File: config.mk
export PLATFORM = sky130hd
export DESIGN_NAME = ptu_paging
export DESIGN_NICKNAME = d
export VERILOG_FILES = /design/src/ptu_pkg.sv /design/src/ptu_tlb_mem.sv /design/src/ptu_paging.sv
export SDC_FILE = /design/constraint.sdc
export NUM_CORES = 2
export LEC_CHECK = 0
export ABC_AREA = 0
export ABC_CLOCK_PERIOD_IN_PS = 9300
export BUFFER_PORTS_ARGS = -buffer_cell sky130_fd_sc_hd__buf_2
export CAP_MARGIN = 10
export CORE_UTILIZATION = 35
export DETAILED_ROUTE_END_ITERATION = 7
export SLEW_MARGIN = 0
export SYNTH_ARGS = -nofsm -noshare
export SYNTH_HDL_FRONTEND = slang
export SYNTH_SLANG_ARGS = --single-unit
File: constraint.sdc
create_clock -name i_clk -period 9.3 [get_ports i_clk]
set_clock_uncertainty 0.05 [all_clocks]
set_input_delay 0.93 -clock i_clk [delete_from_list [all_inputs] [get_ports i_clk]]
set_output_delay 0.93 -clock i_clk [all_outputs]
set_load 0.03 [all_outputs]
File: src/ptu_pkg.sv
// constants, types and field layout shared by the paging unit and its translation memory
// What this block does
// - two table levels map linear to physical
// - directory, tables and frames are 4K each
// - fault captures whole linear address, overwriting
// - directory base low twelve bits read zero
// - base load flushes every cached translation
// - bits 31..22 index directory entry
// - bits 21..12 index table entry
// - frame joined with low twelve linear bits
// - entry used only when present bit set
// - set accessed bit before covered access
// - set table dirty bit before write
// - flag updates are locked read-modify-write
// - bits 11..9 ignored and never modified
// - bit 2 user, bit 1 write attribute
// - only level 3 checked, others bypass
// - effective attribute is smaller of pair
// - level 3 access table: none, read, both
// - 32 entries, four ways, cached table entries
// - hardware refills buffer, walk on miss or on first write through a clean entry
// - compare upper 20 bits, hit skips walk unless it is a write through a clean entry
// - fault on not present or violation
// - error code gives cause, direction, user
package ptu_pkg;
   localparam int LIN_W = 32;             // linear and physical address width
   localparam int PAGE_BYTES = 4096;      // page, table and directory size
   localparam int PAGE_OFS_W = $clog2(PAGE_BYTES);
   localparam int FRAME_W = LIN_W - PAGE_OFS_W;
   localparam int IDX_W = 10;             // index width of each table level
   localparam int DIR_IDX_LSB = PAGE_OFS_W + IDX_W;
   localparam int ENTRY_SHIFT = 2;        // entries are four bytes
   localparam int ENTRIES = 32;           // cached translations
   localparam int WAYS = 4;
   localparam int SETS = ENTRIES / WAYS;
   localparam int SET_W = $clog2(SETS);
   localparam int WAY_W = $clog2(WAYS);
   localparam int TAG_W = FRAME_W - SET_W;
   // entry flag positions
   localparam int BIT_P = 0;
   localparam int BIT_RW = 1;
   localparam int BIT_US = 2;
   localparam int BIT_A = 5;
   localparam int BIT_D = 6;
   localparam int RSV_LSB = 9;
   localparam int RSV_MSB = 11;
   // error code positions
   localparam int EC_P = 0;
   localparam int EC_WR = 1;
   localparam int EC_US = 2;
   localparam logic [1:0] USER_CPL = 2'h3;
   localparam logic CTL_SEL_FAULT = 1'h0; // register select codes
   localparam logic CTL_SEL_BASE = 1'h1;
   localparam logic [LIN_W-1:0] FAULT_RESET = 32'h0000_0000;
   localparam logic [LIN_W-1:0] BASE_RESET = 32'h0000_0000;
   localparam logic [2:0] PLRU_RESET = 3'h0;

   typedef struct packed {
      logic [LIN_W-1:0] lin; // linear address from segmentation
      logic write;           // 1 for a write access
      logic [1:0] cpl;       // current privilege level
   } ptu_req_s;

   typedef struct packed {
      logic [TAG_W-1:0] tag;
      logic [FRAME_W-1:0] frame;
      logic [1:0] attr;      // effective {user, write} pair
      logic dirty;
   } ptu_way_s;

   typedef enum {
      ST_IDLE, ST_LOOKUP, ST_DIR_RD, ST_TBL_RD, ST_DIR_WR, ST_TBL_WR, ST_FILL
   } ptu_state_e;
endpackage

File: src/ptu_tlb_mem.sv
// translation memory: one small array per way, registered read of a whole set
`timescale 1ns/10ps
`default_nettype none
module ptu_tlb_mem (
   input wire logic i_clk,
   input wire logic [ptu_pkg::SET_W-1:0] i_rd_set,
   output var ptu_pkg::ptu_way_s [ptu_pkg::WAYS-1:0] o_rd_ways,
   input wire logic i_wr_en,
   input wire logic [ptu_pkg::SET_W-1:0] i_wr_set,
   input wire logic [ptu_pkg::WAY_W-1:0] i_wr_way,
   input wire ptu_pkg::ptu_way_s i_wr_data
);
   import ptu_pkg::*;

   // one array per way so a whole set reads in one cycle
   for (genvar g = 0; g < WAYS; g++) begin : g_way
      ptu_way_s mem [SETS];  // no reset: valid bits live outside
      ptu_way_s rd_q;        // registered read word

      // write the chosen way, read the addressed set every cycle
      always_ff @(posedge i_clk) begin
         if (i_wr_en && i_wr_way == WAY_W'(g)) begin
            mem[i_wr_set] <= i_wr_data;
         end
         rd_q <= mem[i_rd_set];
      end
      assign o_rd_ways[g] = rd_q;
   end
endmodule
`default_nettype wire

File: src/ptu_paging.sv
// paging unit: translation buffer lookup, two-level walk, flag updates, protection
`timescale 1ns/10ps
`default_nettype none
module ptu_paging (
   input wire logic i_clk,
   input wire logic i_reset_n,
   input wire logic i_req_valid,
   input wire ptu_pkg::ptu_req_s i_req,
   output logic o_req_ready,
   output logic o_rsp_valid,
   output logic o_rsp_fault,
   output logic [ptu_pkg::LIN_W-1:0] o_rsp_phys,
   output logic [2:0] o_rsp_code,
   output logic o_mem_req,
   output logic o_mem_we,
   output logic o_mem_lock,
   output logic [ptu_pkg::LIN_W-1:0] o_mem_addr,
   output logic [ptu_pkg::LIN_W-1:0] o_mem_wdata,
   input wire logic i_mem_ack,
   input wire logic [ptu_pkg::LIN_W-1:0] i_mem_rdata,
   input wire logic i_ctl_wr,
   input wire logic i_ctl_sel,
   input wire logic [ptu_pkg::LIN_W-1:0] i_ctl_wdata,
   input wire logic i_task_base_load,
   input wire logic [ptu_pkg::LIN_W-1:0] i_task_base,
   output logic [ptu_pkg::LIN_W-1:0] o_fault_linear_address,
   output logic [ptu_pkg::LIN_W-1:0] o_directory_base
);
   import ptu_pkg::*;

   // page access check for one attribute pair
   function automatic logic allowed(input logic [1:0] attr, input logic user, input logic wr);
      allowed = !user || (attr[1] && (!wr || attr[0]));
   endfunction

   // more restrictive pair is the numerically smaller one
   function automatic logic [1:0] min_attr(input logic [1:0] a, input logic [1:0] b);
      min_attr = (a < b) ? a : b;
   endfunction

   // tree pseudo-lru: bit2 picks pair, bit0/bit1 pick way in pair
   function automatic logic [WAY_W-1:0] plru_victim(input logic [2:0] t);
      plru_victim = t[2] ? {1'b1, t[1]} : {1'b0, t[0]};
   endfunction

   // point the tree away from the way just used; the other pair's bit is kept
   function automatic logic [2:0] plru_touch(input logic [2:0] t, input logic [WAY_W-1:0] w);
      plru_touch = w[1] ? {1'b0, ~w[0], t[0]} : {1'b1, t[1], ~w[0]};
   endfunction

   ptu_state_e state, next_state; // walk sequencer
   ptu_req_s req_q;                    // request under service
   logic [LIN_W-1:0] pde_q, pte_q; // directory and table entries read
   logic [1:0] eff_q;                  // effective attribute pair
   logic [WAY_W-1:0] victim_q;         // way to refill
   logic [SETS-1:0][WAYS-1:0] valid;   // per-entry valid bits
   logic [SETS-1:0][2:0] plru;         // per-set replacement tree
   logic flushed;                      // flush seen during this request
   logic issued;                       // bus cycle of this state is out
   ptu_way_s [WAYS-1:0] rd_ways;       // set read from memory
   ptu_way_s fill_way;                 // entry written on refill
   logic [SET_W-1:0] rd_set, set_q; // set read now, set of the request
   logic [TAG_W-1:0] tag_q; // tag of the request
   logic user;                         // access made at level 3
   logic accept, ack, flush; // request taken, bus cycle done, translations dropped
   logic hit, finish, do_fault, fault_prot, touch, fill; // sequencer decisions
   logic [WAY_W-1:0] hit_way, victim; // matching way, way to replace
   logic [LIN_W-1:0] phys_now, mem_addr_now, wdata_now; // next answer and bus values

   assign accept = i_req_valid && o_req_ready;
   assign ack = i_mem_ack && o_mem_req;
   assign flush = (i_ctl_wr && i_ctl_sel == CTL_SEL_BASE) || i_task_base_load;
   assign set_q = req_q.lin[PAGE_OFS_W +: SET_W];
   assign tag_q = req_q.lin[LIN_W-1 -: TAG_W];
   assign user = (req_q.cpl == USER_CPL);
   // read the new set while idle so the lookup sees it next cycle
   assign rd_set = (state == ST_IDLE) ? i_req.lin[PAGE_OFS_W +: SET_W] : set_q;

   ptu_tlb_mem u_mem (
      .i_clk(i_clk),
      .i_rd_set(rd_set),
      .o_rd_ways(rd_ways),
      .i_wr_en(fill && !flushed && !flush),
      .i_wr_set(set_q),
      .i_wr_way(victim_q),
      .i_wr_data(fill_way)
   );

   // refill word: cached table entry with effective rights; frames are whole pages
   assign fill_way = '{tag_q, pte_q[LIN_W-1:PAGE_OFS_W], eff_q, pte_q[BIT_D] || req_q.write};

   // compare the upper address bits against every way of the set
   always_comb begin
      hit = 1'b0;
      hit_way = '0;
      victim = plru_victim(plru[set_q]);
      for (int w = 0; w < WAYS; w++) begin
         if (valid[set_q][w] && rd_ways[w].tag == tag_q) begin
            hit = 1'b1;
            hit_way = WAY_W'(w);
         end
      end
      // an empty way is always taken before evicting
      for (int w = WAYS - 1; w >= 0; w--) begin
         if (!valid[set_q][w]) begin
            victim = WAY_W'(w);
         end
      end
   end

   // bus address and write data for the current walk step
   always_comb begin
      mem_addr_now = {o_directory_base[LIN_W-1:PAGE_OFS_W],
                      req_q.lin[LIN_W-1:DIR_IDX_LSB], ENTRY_SHIFT'(0)};
      wdata_now = pde_q;
      wdata_now[BIT_A] = 1'b1;
      if (state == ST_TBL_RD || state == ST_TBL_WR) begin
         mem_addr_now = {pde_q[LIN_W-1:PAGE_OFS_W],
                         req_q.lin[DIR_IDX_LSB-1:PAGE_OFS_W], ENTRY_SHIFT'(0)};
         // read value is written back with only flag bits ored in
         wdata_now = pte_q;
         wdata_now[BIT_A] = 1'b1;
         wdata_now[BIT_D] = pte_q[BIT_D] || req_q.write;
      end
   end

   // sequencer decisions: hit, walk steps, faults
   always_comb begin
      next_state = state;
      finish = 1'b0;
      do_fault = 1'b0;
      fault_prot = 1'b0;
      touch = 1'b0;
      fill = 1'b0;
      phys_now = {pte_q[LIN_W-1:PAGE_OFS_W], req_q.lin[PAGE_OFS_W-1:0]};
      case (state)
         ST_IDLE: begin
            if (accept) begin
               next_state = ST_LOOKUP;
            end
         end
         ST_LOOKUP: begin
            phys_now = {rd_ways[hit_way].frame, req_q.lin[PAGE_OFS_W-1:0]};
            if (!hit) begin
               next_state = ST_DIR_RD;
            end else if (!allowed(rd_ways[hit_way].attr, user, req_q.write)) begin
               finish = 1'b1;
               do_fault = 1'b1;
               fault_prot = 1'b1;
            end else if (req_q.write && !rd_ways[hit_way].dirty) begin
               // first write through a clean entry must still mark memory dirty
               next_state = ST_DIR_RD;
            end else begin
               finish = 1'b1;
               touch = 1'b1;
            end
         end
         ST_DIR_RD: begin
            if (ack) begin
               if (!i_mem_rdata[BIT_P]) begin
                  finish = 1'b1;
                  do_fault = 1'b1;
               end else begin
                  next_state = ST_TBL_RD;
               end
            end
         end
         ST_TBL_RD: begin
            if (ack) begin
               if (!i_mem_rdata[BIT_P]) begin
                  finish = 1'b1;
                  do_fault = 1'b1;
               end else if (!allowed(min_attr(pde_q[BIT_US:BIT_RW], i_mem_rdata[BIT_US:BIT_RW]),
                                     user, req_q.write)) begin
                  finish = 1'b1;
                  do_fault = 1'b1;
                  fault_prot = 1'b1;
               end else if (!pde_q[BIT_A]) begin
                  next_state = ST_DIR_WR;
               end else if (!i_mem_rdata[BIT_A] || (req_q.write && !i_mem_rdata[BIT_D])) begin
                  next_state = ST_TBL_WR;
               end else begin
                  next_state = ST_FILL;
               end
            end
         end
         ST_DIR_WR: begin
            if (ack) begin
               if (!pte_q[BIT_A] || (req_q.write && !pte_q[BIT_D])) begin
                  next_state = ST_TBL_WR;
               end else begin
                  next_state = ST_FILL;
               end
            end
         end
         ST_TBL_WR: begin
            if (ack) begin
               next_state = ST_FILL;
            end
         end
         ST_FILL: begin
            finish = 1'b1;
            fill = 1'b1;
         end
         default: begin
            next_state = ST_IDLE;
         end
      endcase
      if (finish) begin
         next_state = ST_IDLE;
      end
   end

   // sequencer state, captured entries and the answer to the segmentation unit
   always_ff @(posedge i_clk or negedge i_reset_n) begin
      if (!i_reset_n) begin
         state <= ST_IDLE;
         req_q <= '0;
         pde_q <= '0;
         pte_q <= '0;
         eff_q <= '0;
         victim_q <= '0;
         o_req_ready <= 1'b1;
         o_rsp_valid <= 1'b0;
         o_rsp_fault <= 1'b0;
         o_rsp_phys <= '0;
         o_rsp_code <= '0;
      end else begin
         state <= next_state;
         o_rsp_valid <= finish;
         if (accept) begin
            req_q <= i_req;
            o_req_ready <= 1'b0;
         end
         if (state == ST_LOOKUP) begin
            victim_q <= hit ? hit_way : victim;
         end
         if (state == ST_DIR_RD && ack) begin
            pde_q <= i_mem_rdata;
         end
         if (state == ST_TBL_RD && ack) begin
            pte_q <= i_mem_rdata;
            eff_q <= min_attr(pde_q[BIT_US:BIT_RW], i_mem_rdata[BIT_US:BIT_RW]);
         end
         if (finish) begin
            o_req_ready <= 1'b1;
            o_rsp_fault <= do_fault;
            o_rsp_phys <= do_fault ? '0 : phys_now;
            o_rsp_code[EC_P] <= fault_prot;
            o_rsp_code[EC_WR] <= req_q.write;
            o_rsp_code[EC_US] <= user;
         end
      end
   end

   // bus master: one cycle per walk step, lock held from first read to the end
   always_ff @(posedge i_clk or negedge i_reset_n) begin
      if (!i_reset_n) begin
         o_mem_req <= 1'b0;
         o_mem_we <= 1'b0;
         o_mem_lock <= 1'b0;
         o_mem_addr <= '0;
         o_mem_wdata <= '0;
         issued <= 1'b0;
      end else begin
         if (ack) begin
            o_mem_req <= 1'b0;
            issued <= 1'b0;
         end else if (!issued && (state == ST_DIR_RD || state == ST_TBL_RD ||
                                  state == ST_DIR_WR || state == ST_TBL_WR)) begin
            o_mem_req <= 1'b1;
            o_mem_lock <= 1'b1;
            o_mem_we <= (state == ST_DIR_WR || state == ST_TBL_WR);
            o_mem_addr <= mem_addr_now;
            o_mem_wdata <= wdata_now;
            issued <= 1'b1;
         end
         // lock drops only when the whole walk is over
         if (finish) begin
            o_mem_lock <= 1'b0;
         end
      end
   end

   // fault address and directory base registers
   always_ff @(posedge i_clk or negedge i_reset_n) begin
      if (!i_reset_n) begin
         o_fault_linear_address <= FAULT_RESET;
         o_directory_base <= BASE_RESET;
      end else begin
         // a fault wins over a software write in the same cycle
         if (finish && do_fault) begin
            o_fault_linear_address <= req_q.lin;
         end else if (i_ctl_wr && i_ctl_sel == CTL_SEL_FAULT) begin
            o_fault_linear_address <= i_ctl_wdata;
         end
         // task load and software write never meet; task load checked first
         if (i_task_base_load) begin
            o_directory_base <= {i_task_base[LIN_W-1:PAGE_OFS_W], PAGE_OFS_W'(0)};
         end else if (i_ctl_wr && i_ctl_sel == CTL_SEL_BASE) begin
            o_directory_base <= {i_ctl_wdata[LIN_W-1:PAGE_OFS_W], PAGE_OFS_W'(0)};
         end
      end
   end

   // valid bits and replacement trees; a flush clears all 32 entries at once
   always_ff @(posedge i_clk or negedge i_reset_n) begin
      if (!i_reset_n) begin
         valid <= '0;
         plru <= {SETS{PLRU_RESET}};
         flushed <= 1'b0;
      end else begin
         if (flush) begin
            valid <= '0;
            flushed <= 1'b1;
         end else if (accept) begin
            flushed <= 1'b0;
         end else if (fill && !flushed) begin
            valid[set_q][victim_q] <= 1'b1;
         end
         if (touch || fill) begin
            plru[set_q] <= plru_touch(plru[set_q], touch ? hit_way : victim_q);
         end
      end
   end
endmodule
`default_nettype wire

==> summary.md <==
| Metric | Value |
|---|---|
| Origin of the critical flop-to-flop path | req_q[15] |
| Vias per cell | between 5 and 6 |
| RSZ-0062 raised after global routing | false |
| Synth Instances | 3,519 |
| Post-Syn Area | 0.0670 mm² |
| FF+latch count, synth | 1,758 |
| Layout cell share with drive strength beyond 1 | 0.325 |
| Die Width | between 400 and 500 µm |
| Clock Power Share | 0.269 |
| Top post-synthesis cells by area | edfxtp_1, dfrtp_1, mux4_2 |
| Seq pwr share | 0.423 |
| Switching power | 8050 µW |
| Place WS | ~4000 ps |
| PD cells | 327 mW/mm² |
| Cell family contributing the most delay on the critical path | multiplexers |
| Routed wire length | 166 mm |
| Worst Path Buf+Inv | 3 |
| Critical Setup Path Class | reg2reg |
| Yosys cell types | 74 |
| Post-CTS setup buffers | 0 |
| Initial antenna violation count | 2 |
| Max_slew headroom | 0.204 |
| Status | complete, no violations |
| Fillcell total | 16,900 |
| Total grt overflow | 0 |
| Critical path's most frequent cell | buf_4 |
| CTS buffer count | around 170 |
| Clk buf depth | 3 |
| Worst-Margin Slew | 1190 ps |
| CP endpoint kind | flip-flop |
| Worst path required time | 9990 ps |
| GRT Total Usage | 0.170 |
| Via count | 33,500 |
| Number of max-cap violations | 0 |
| DP HPWL | 92.0 mm |
| Starting Density | 0.352 |
| Vias in the first global route | 34,200 |
| Total Neg Setup Slack | 0 ps |
| Worst reg2reg endpoint | o_rsp_phys[30] |
| Tmin final | 4900 ps |
| Register Area | 0.0496 mm² |
| Sequential area share after synthesis | 0.740 |
| Post-CTS Hold Fix Bufs | 0 |
| Period utilisation layout | 0.527 |
| Logic pwr share | 0.308 |
| Number of buffers added on ports | 280 |
| P_leak | 0.0275 µW |
| Die Area | 0.193 mm² |
| Critical path's slowest cell | nor3_4 |
| DRT antenna net count | 0 |
| Crit path DAT | 5590 ps |
| Reg2reg setup slack | around 4400 ps |
| Worst vdd ir | just under 400 µV |
| Area after DPL | approximately 0.072 mm² |
| Ys Warns | 0 |
| Dpl cells | a little over 6,000 |
| Post-synth EDFFs | 1,280 |
| CP peak stage delay | 790 ps |
| Critical-path cell list | buf_4 > mux4_2 > mux2i_2 > nor4_2 > buf_4 > or3_1 > o21ai_4 > a21oi_2 > nor3_4 > buf_4 > a22o_1 |
| CTS tree | yes |
| Die Y | 440 µm |
| Residual DRC | 0 |
| Synth area leader | edfxtp_1 |
| Clk Latency, worst-skew pair | 800 ps |
| Final Max Tran Viols | 0 |
| Async set-or-reset flop fraction in the synthesized netlist | 0.181 |
| Internal power | 17,300 µW |
| Final WS setup | around 4400 ps |
| Core Area | 0.190 mm² |
| Largest net degree at the start of global routing | approximately 120 |
| Min-delay worst type | in2async |
| Crit-path max FO | 25 |
| Mean post-synth cell area | 19.0 µm² |
| Share of the synthesized area in the top cell type | 0.574 |
| CTS root buffer | clkbuf_16 |
| RD Place Congestion | 0.801 |
| Count leader, synth | edfxtp_1 |
| Post_cts resized | 0 |
| I/O pins | 307 |
| Crit path launch type | flip-flop |
| CTS H-tree lvls | 4 |
| First-pass GRT wire length | 240 mm |
| Wirelength per Cell | ~25 µm |
| Area of the multi-input gates | 0.0168 mm² |
| Top post-synthesis cells by count | edfxtp_1, mux4_2, dfrtp_1, mux2_2, dfxtp_1 |
| Fmax | 0.204 GHz |
| Num Clock Sinks | 1,758 |
| Switching Share | 0.318 |
| Final core utilization | 0.407 |
| Final setup viols | 0 |
| Clock slew at reported path FFs | 60 ps |
| DRT iter0 DRCs | 2,869 |
| Ys flop type | edfxtp_1 |
| Final Hold Fails | 0 |
| DRT Pass-1 Iters | 5 |
| Design Area, Final | 0.0774 mm² |
| Num rows | 160 |
| Area added between synthesis and finish | 15.5% |
| R2R cell count | 11 |
| Nets | 4,017 |
| Finished Layout Cells | 6,533 |
==> power by group through the flow <==
stage	Sequential [µW]	Combinational, µW	Clock [µW]
2_1_floorplan	11400	4770	0
3_3_place_gp	10900	7790	0
3_5_place_dp	10900	7880	0
4_1_cts	10700	7910	6940
5_1_grt	10800	8390	7220
6_report	10700	7800	6810
==> placed cells by master (no fill, tap or decap), types with 5 or more instances in the layout <==
cell type and n:
ha_1 5, inv_1 25, clkinv_1 25, clkbuf_16 173
dfrtp_1 317, nor3_1 10, xnor2_1 14, clkinv_2 24
edfxtp_1 1280, mux2_1 8, o21ai_2 8, xor2_1 51
nand2_1 136, nand2b_1 5, clkbuf_1 55, mux2_2 278
o21ai_0 112, bufinv_16 10, a211oi_1 22, a21oi_1 87
nand4_1 6, clkbuf_8 16, nor4_1 16, buf_2 279
o31ai_1 13, dfxtp_1 160, nor2_4 34, mux4_2 328
a22o_1 23, a31oi_1 5, nor2_1 100, or3_1 7
o21ai_1 15, buf_12 5, conb_1 14, nand3_1 28
clkinv_8 5, mux2i_1 137, buf_4 99
==> kinds of logic after synthesis <==
kind of cell	count (synthesis)	synth area share
buffers and inverters	240	0.0153
AO/OA/AOI/OAI	317	0.0290
AND/OR/NAND/NOR	372	0.0249
other	1	0.0000560
adder cells (fa/ha/maj)	5	0.000934
flip-flops	1758	0.740
XOR/XNOR	69	0.00947
multiplexers	757	0.180
==> flip-flops by register name, indices dropped and copies added (netlist names), 2 cells and up <==
| name | count |
|---|---|
| u_mem.g_way.mem | 1280 |
| u_mem.o_rd_ways | 160 |
| o_fault_linear_address | 32 |
| o_mem_wdata | 32 |
| o_rsp_phys | 32 |
| pde_q | 32 |
| pte_q | 32 |
| valid | 32 |
| o_mem_addr | 30 |
| plru | 24 |
| o_directory_base | 20 |
| req_q | 18 |
| fill_way | 17 |
| o_rsp_code | 3 |
| state | 3 |
| eff_q | 2 |
| victim_q | 2 |
==> worst max path at each step <==
stage                     startpoint                         to  slack (ps)  cells past startpoint
floorplan           i_task_base_load   u_mem.g_way[2].mem[5][0]        5160                      5
global placement    i_task_base_load  u_mem.g_way[1].mem[1][16]        4090                      7
detailed placement  i_task_base_load  u_mem.g_way[1].mem[1][16]        4030                      7
CTS                     fill_way[29]             o_rsp_phys[23]        4390                     11
global route            fill_way[24]             o_rsp_phys[21]        4230                     12
finish                     req_q[15]             o_rsp_phys[30]        4400                     11
==> per-stage QoR <==
stage | hold slack [ps] | total power [µW]
floorplan | 407 | 16200
global placement | 397 | 18600
global route | 127 | 26400
detailed placement | 415 | 18800
finish | 104 | 25300
CTS | 74.0 | 25600
==> final cells by class <==
| cell class | count | area share |
|---|---|---|
| inverter | 26 | 0.00126 |
| timing repair buffer | 385 | 0.0295 |
| sequential | 1758 | 0.641 |
| multi-input combinational | 1534 | 0.217 |
| clock inverter | 74 | 0.00951 |
| antenna | 1 | 0.0000323 |
| clock buffer | 244 | 0.0615 |
| tap | 2511 | 0.0406 |
==> metal layers <==
layer / share of wire / vias up / global-route usage
li1: - / 14500 / -
met1: 0.43 / 17900 / 0.227
met2: 0.50 / 855 / 0.290
met3: 0.041 / 212 / 0.0241
met4: 0.023 / 0 / 0.0477
met5: 0 / - / 0
(Power assumes the default switching activity.)
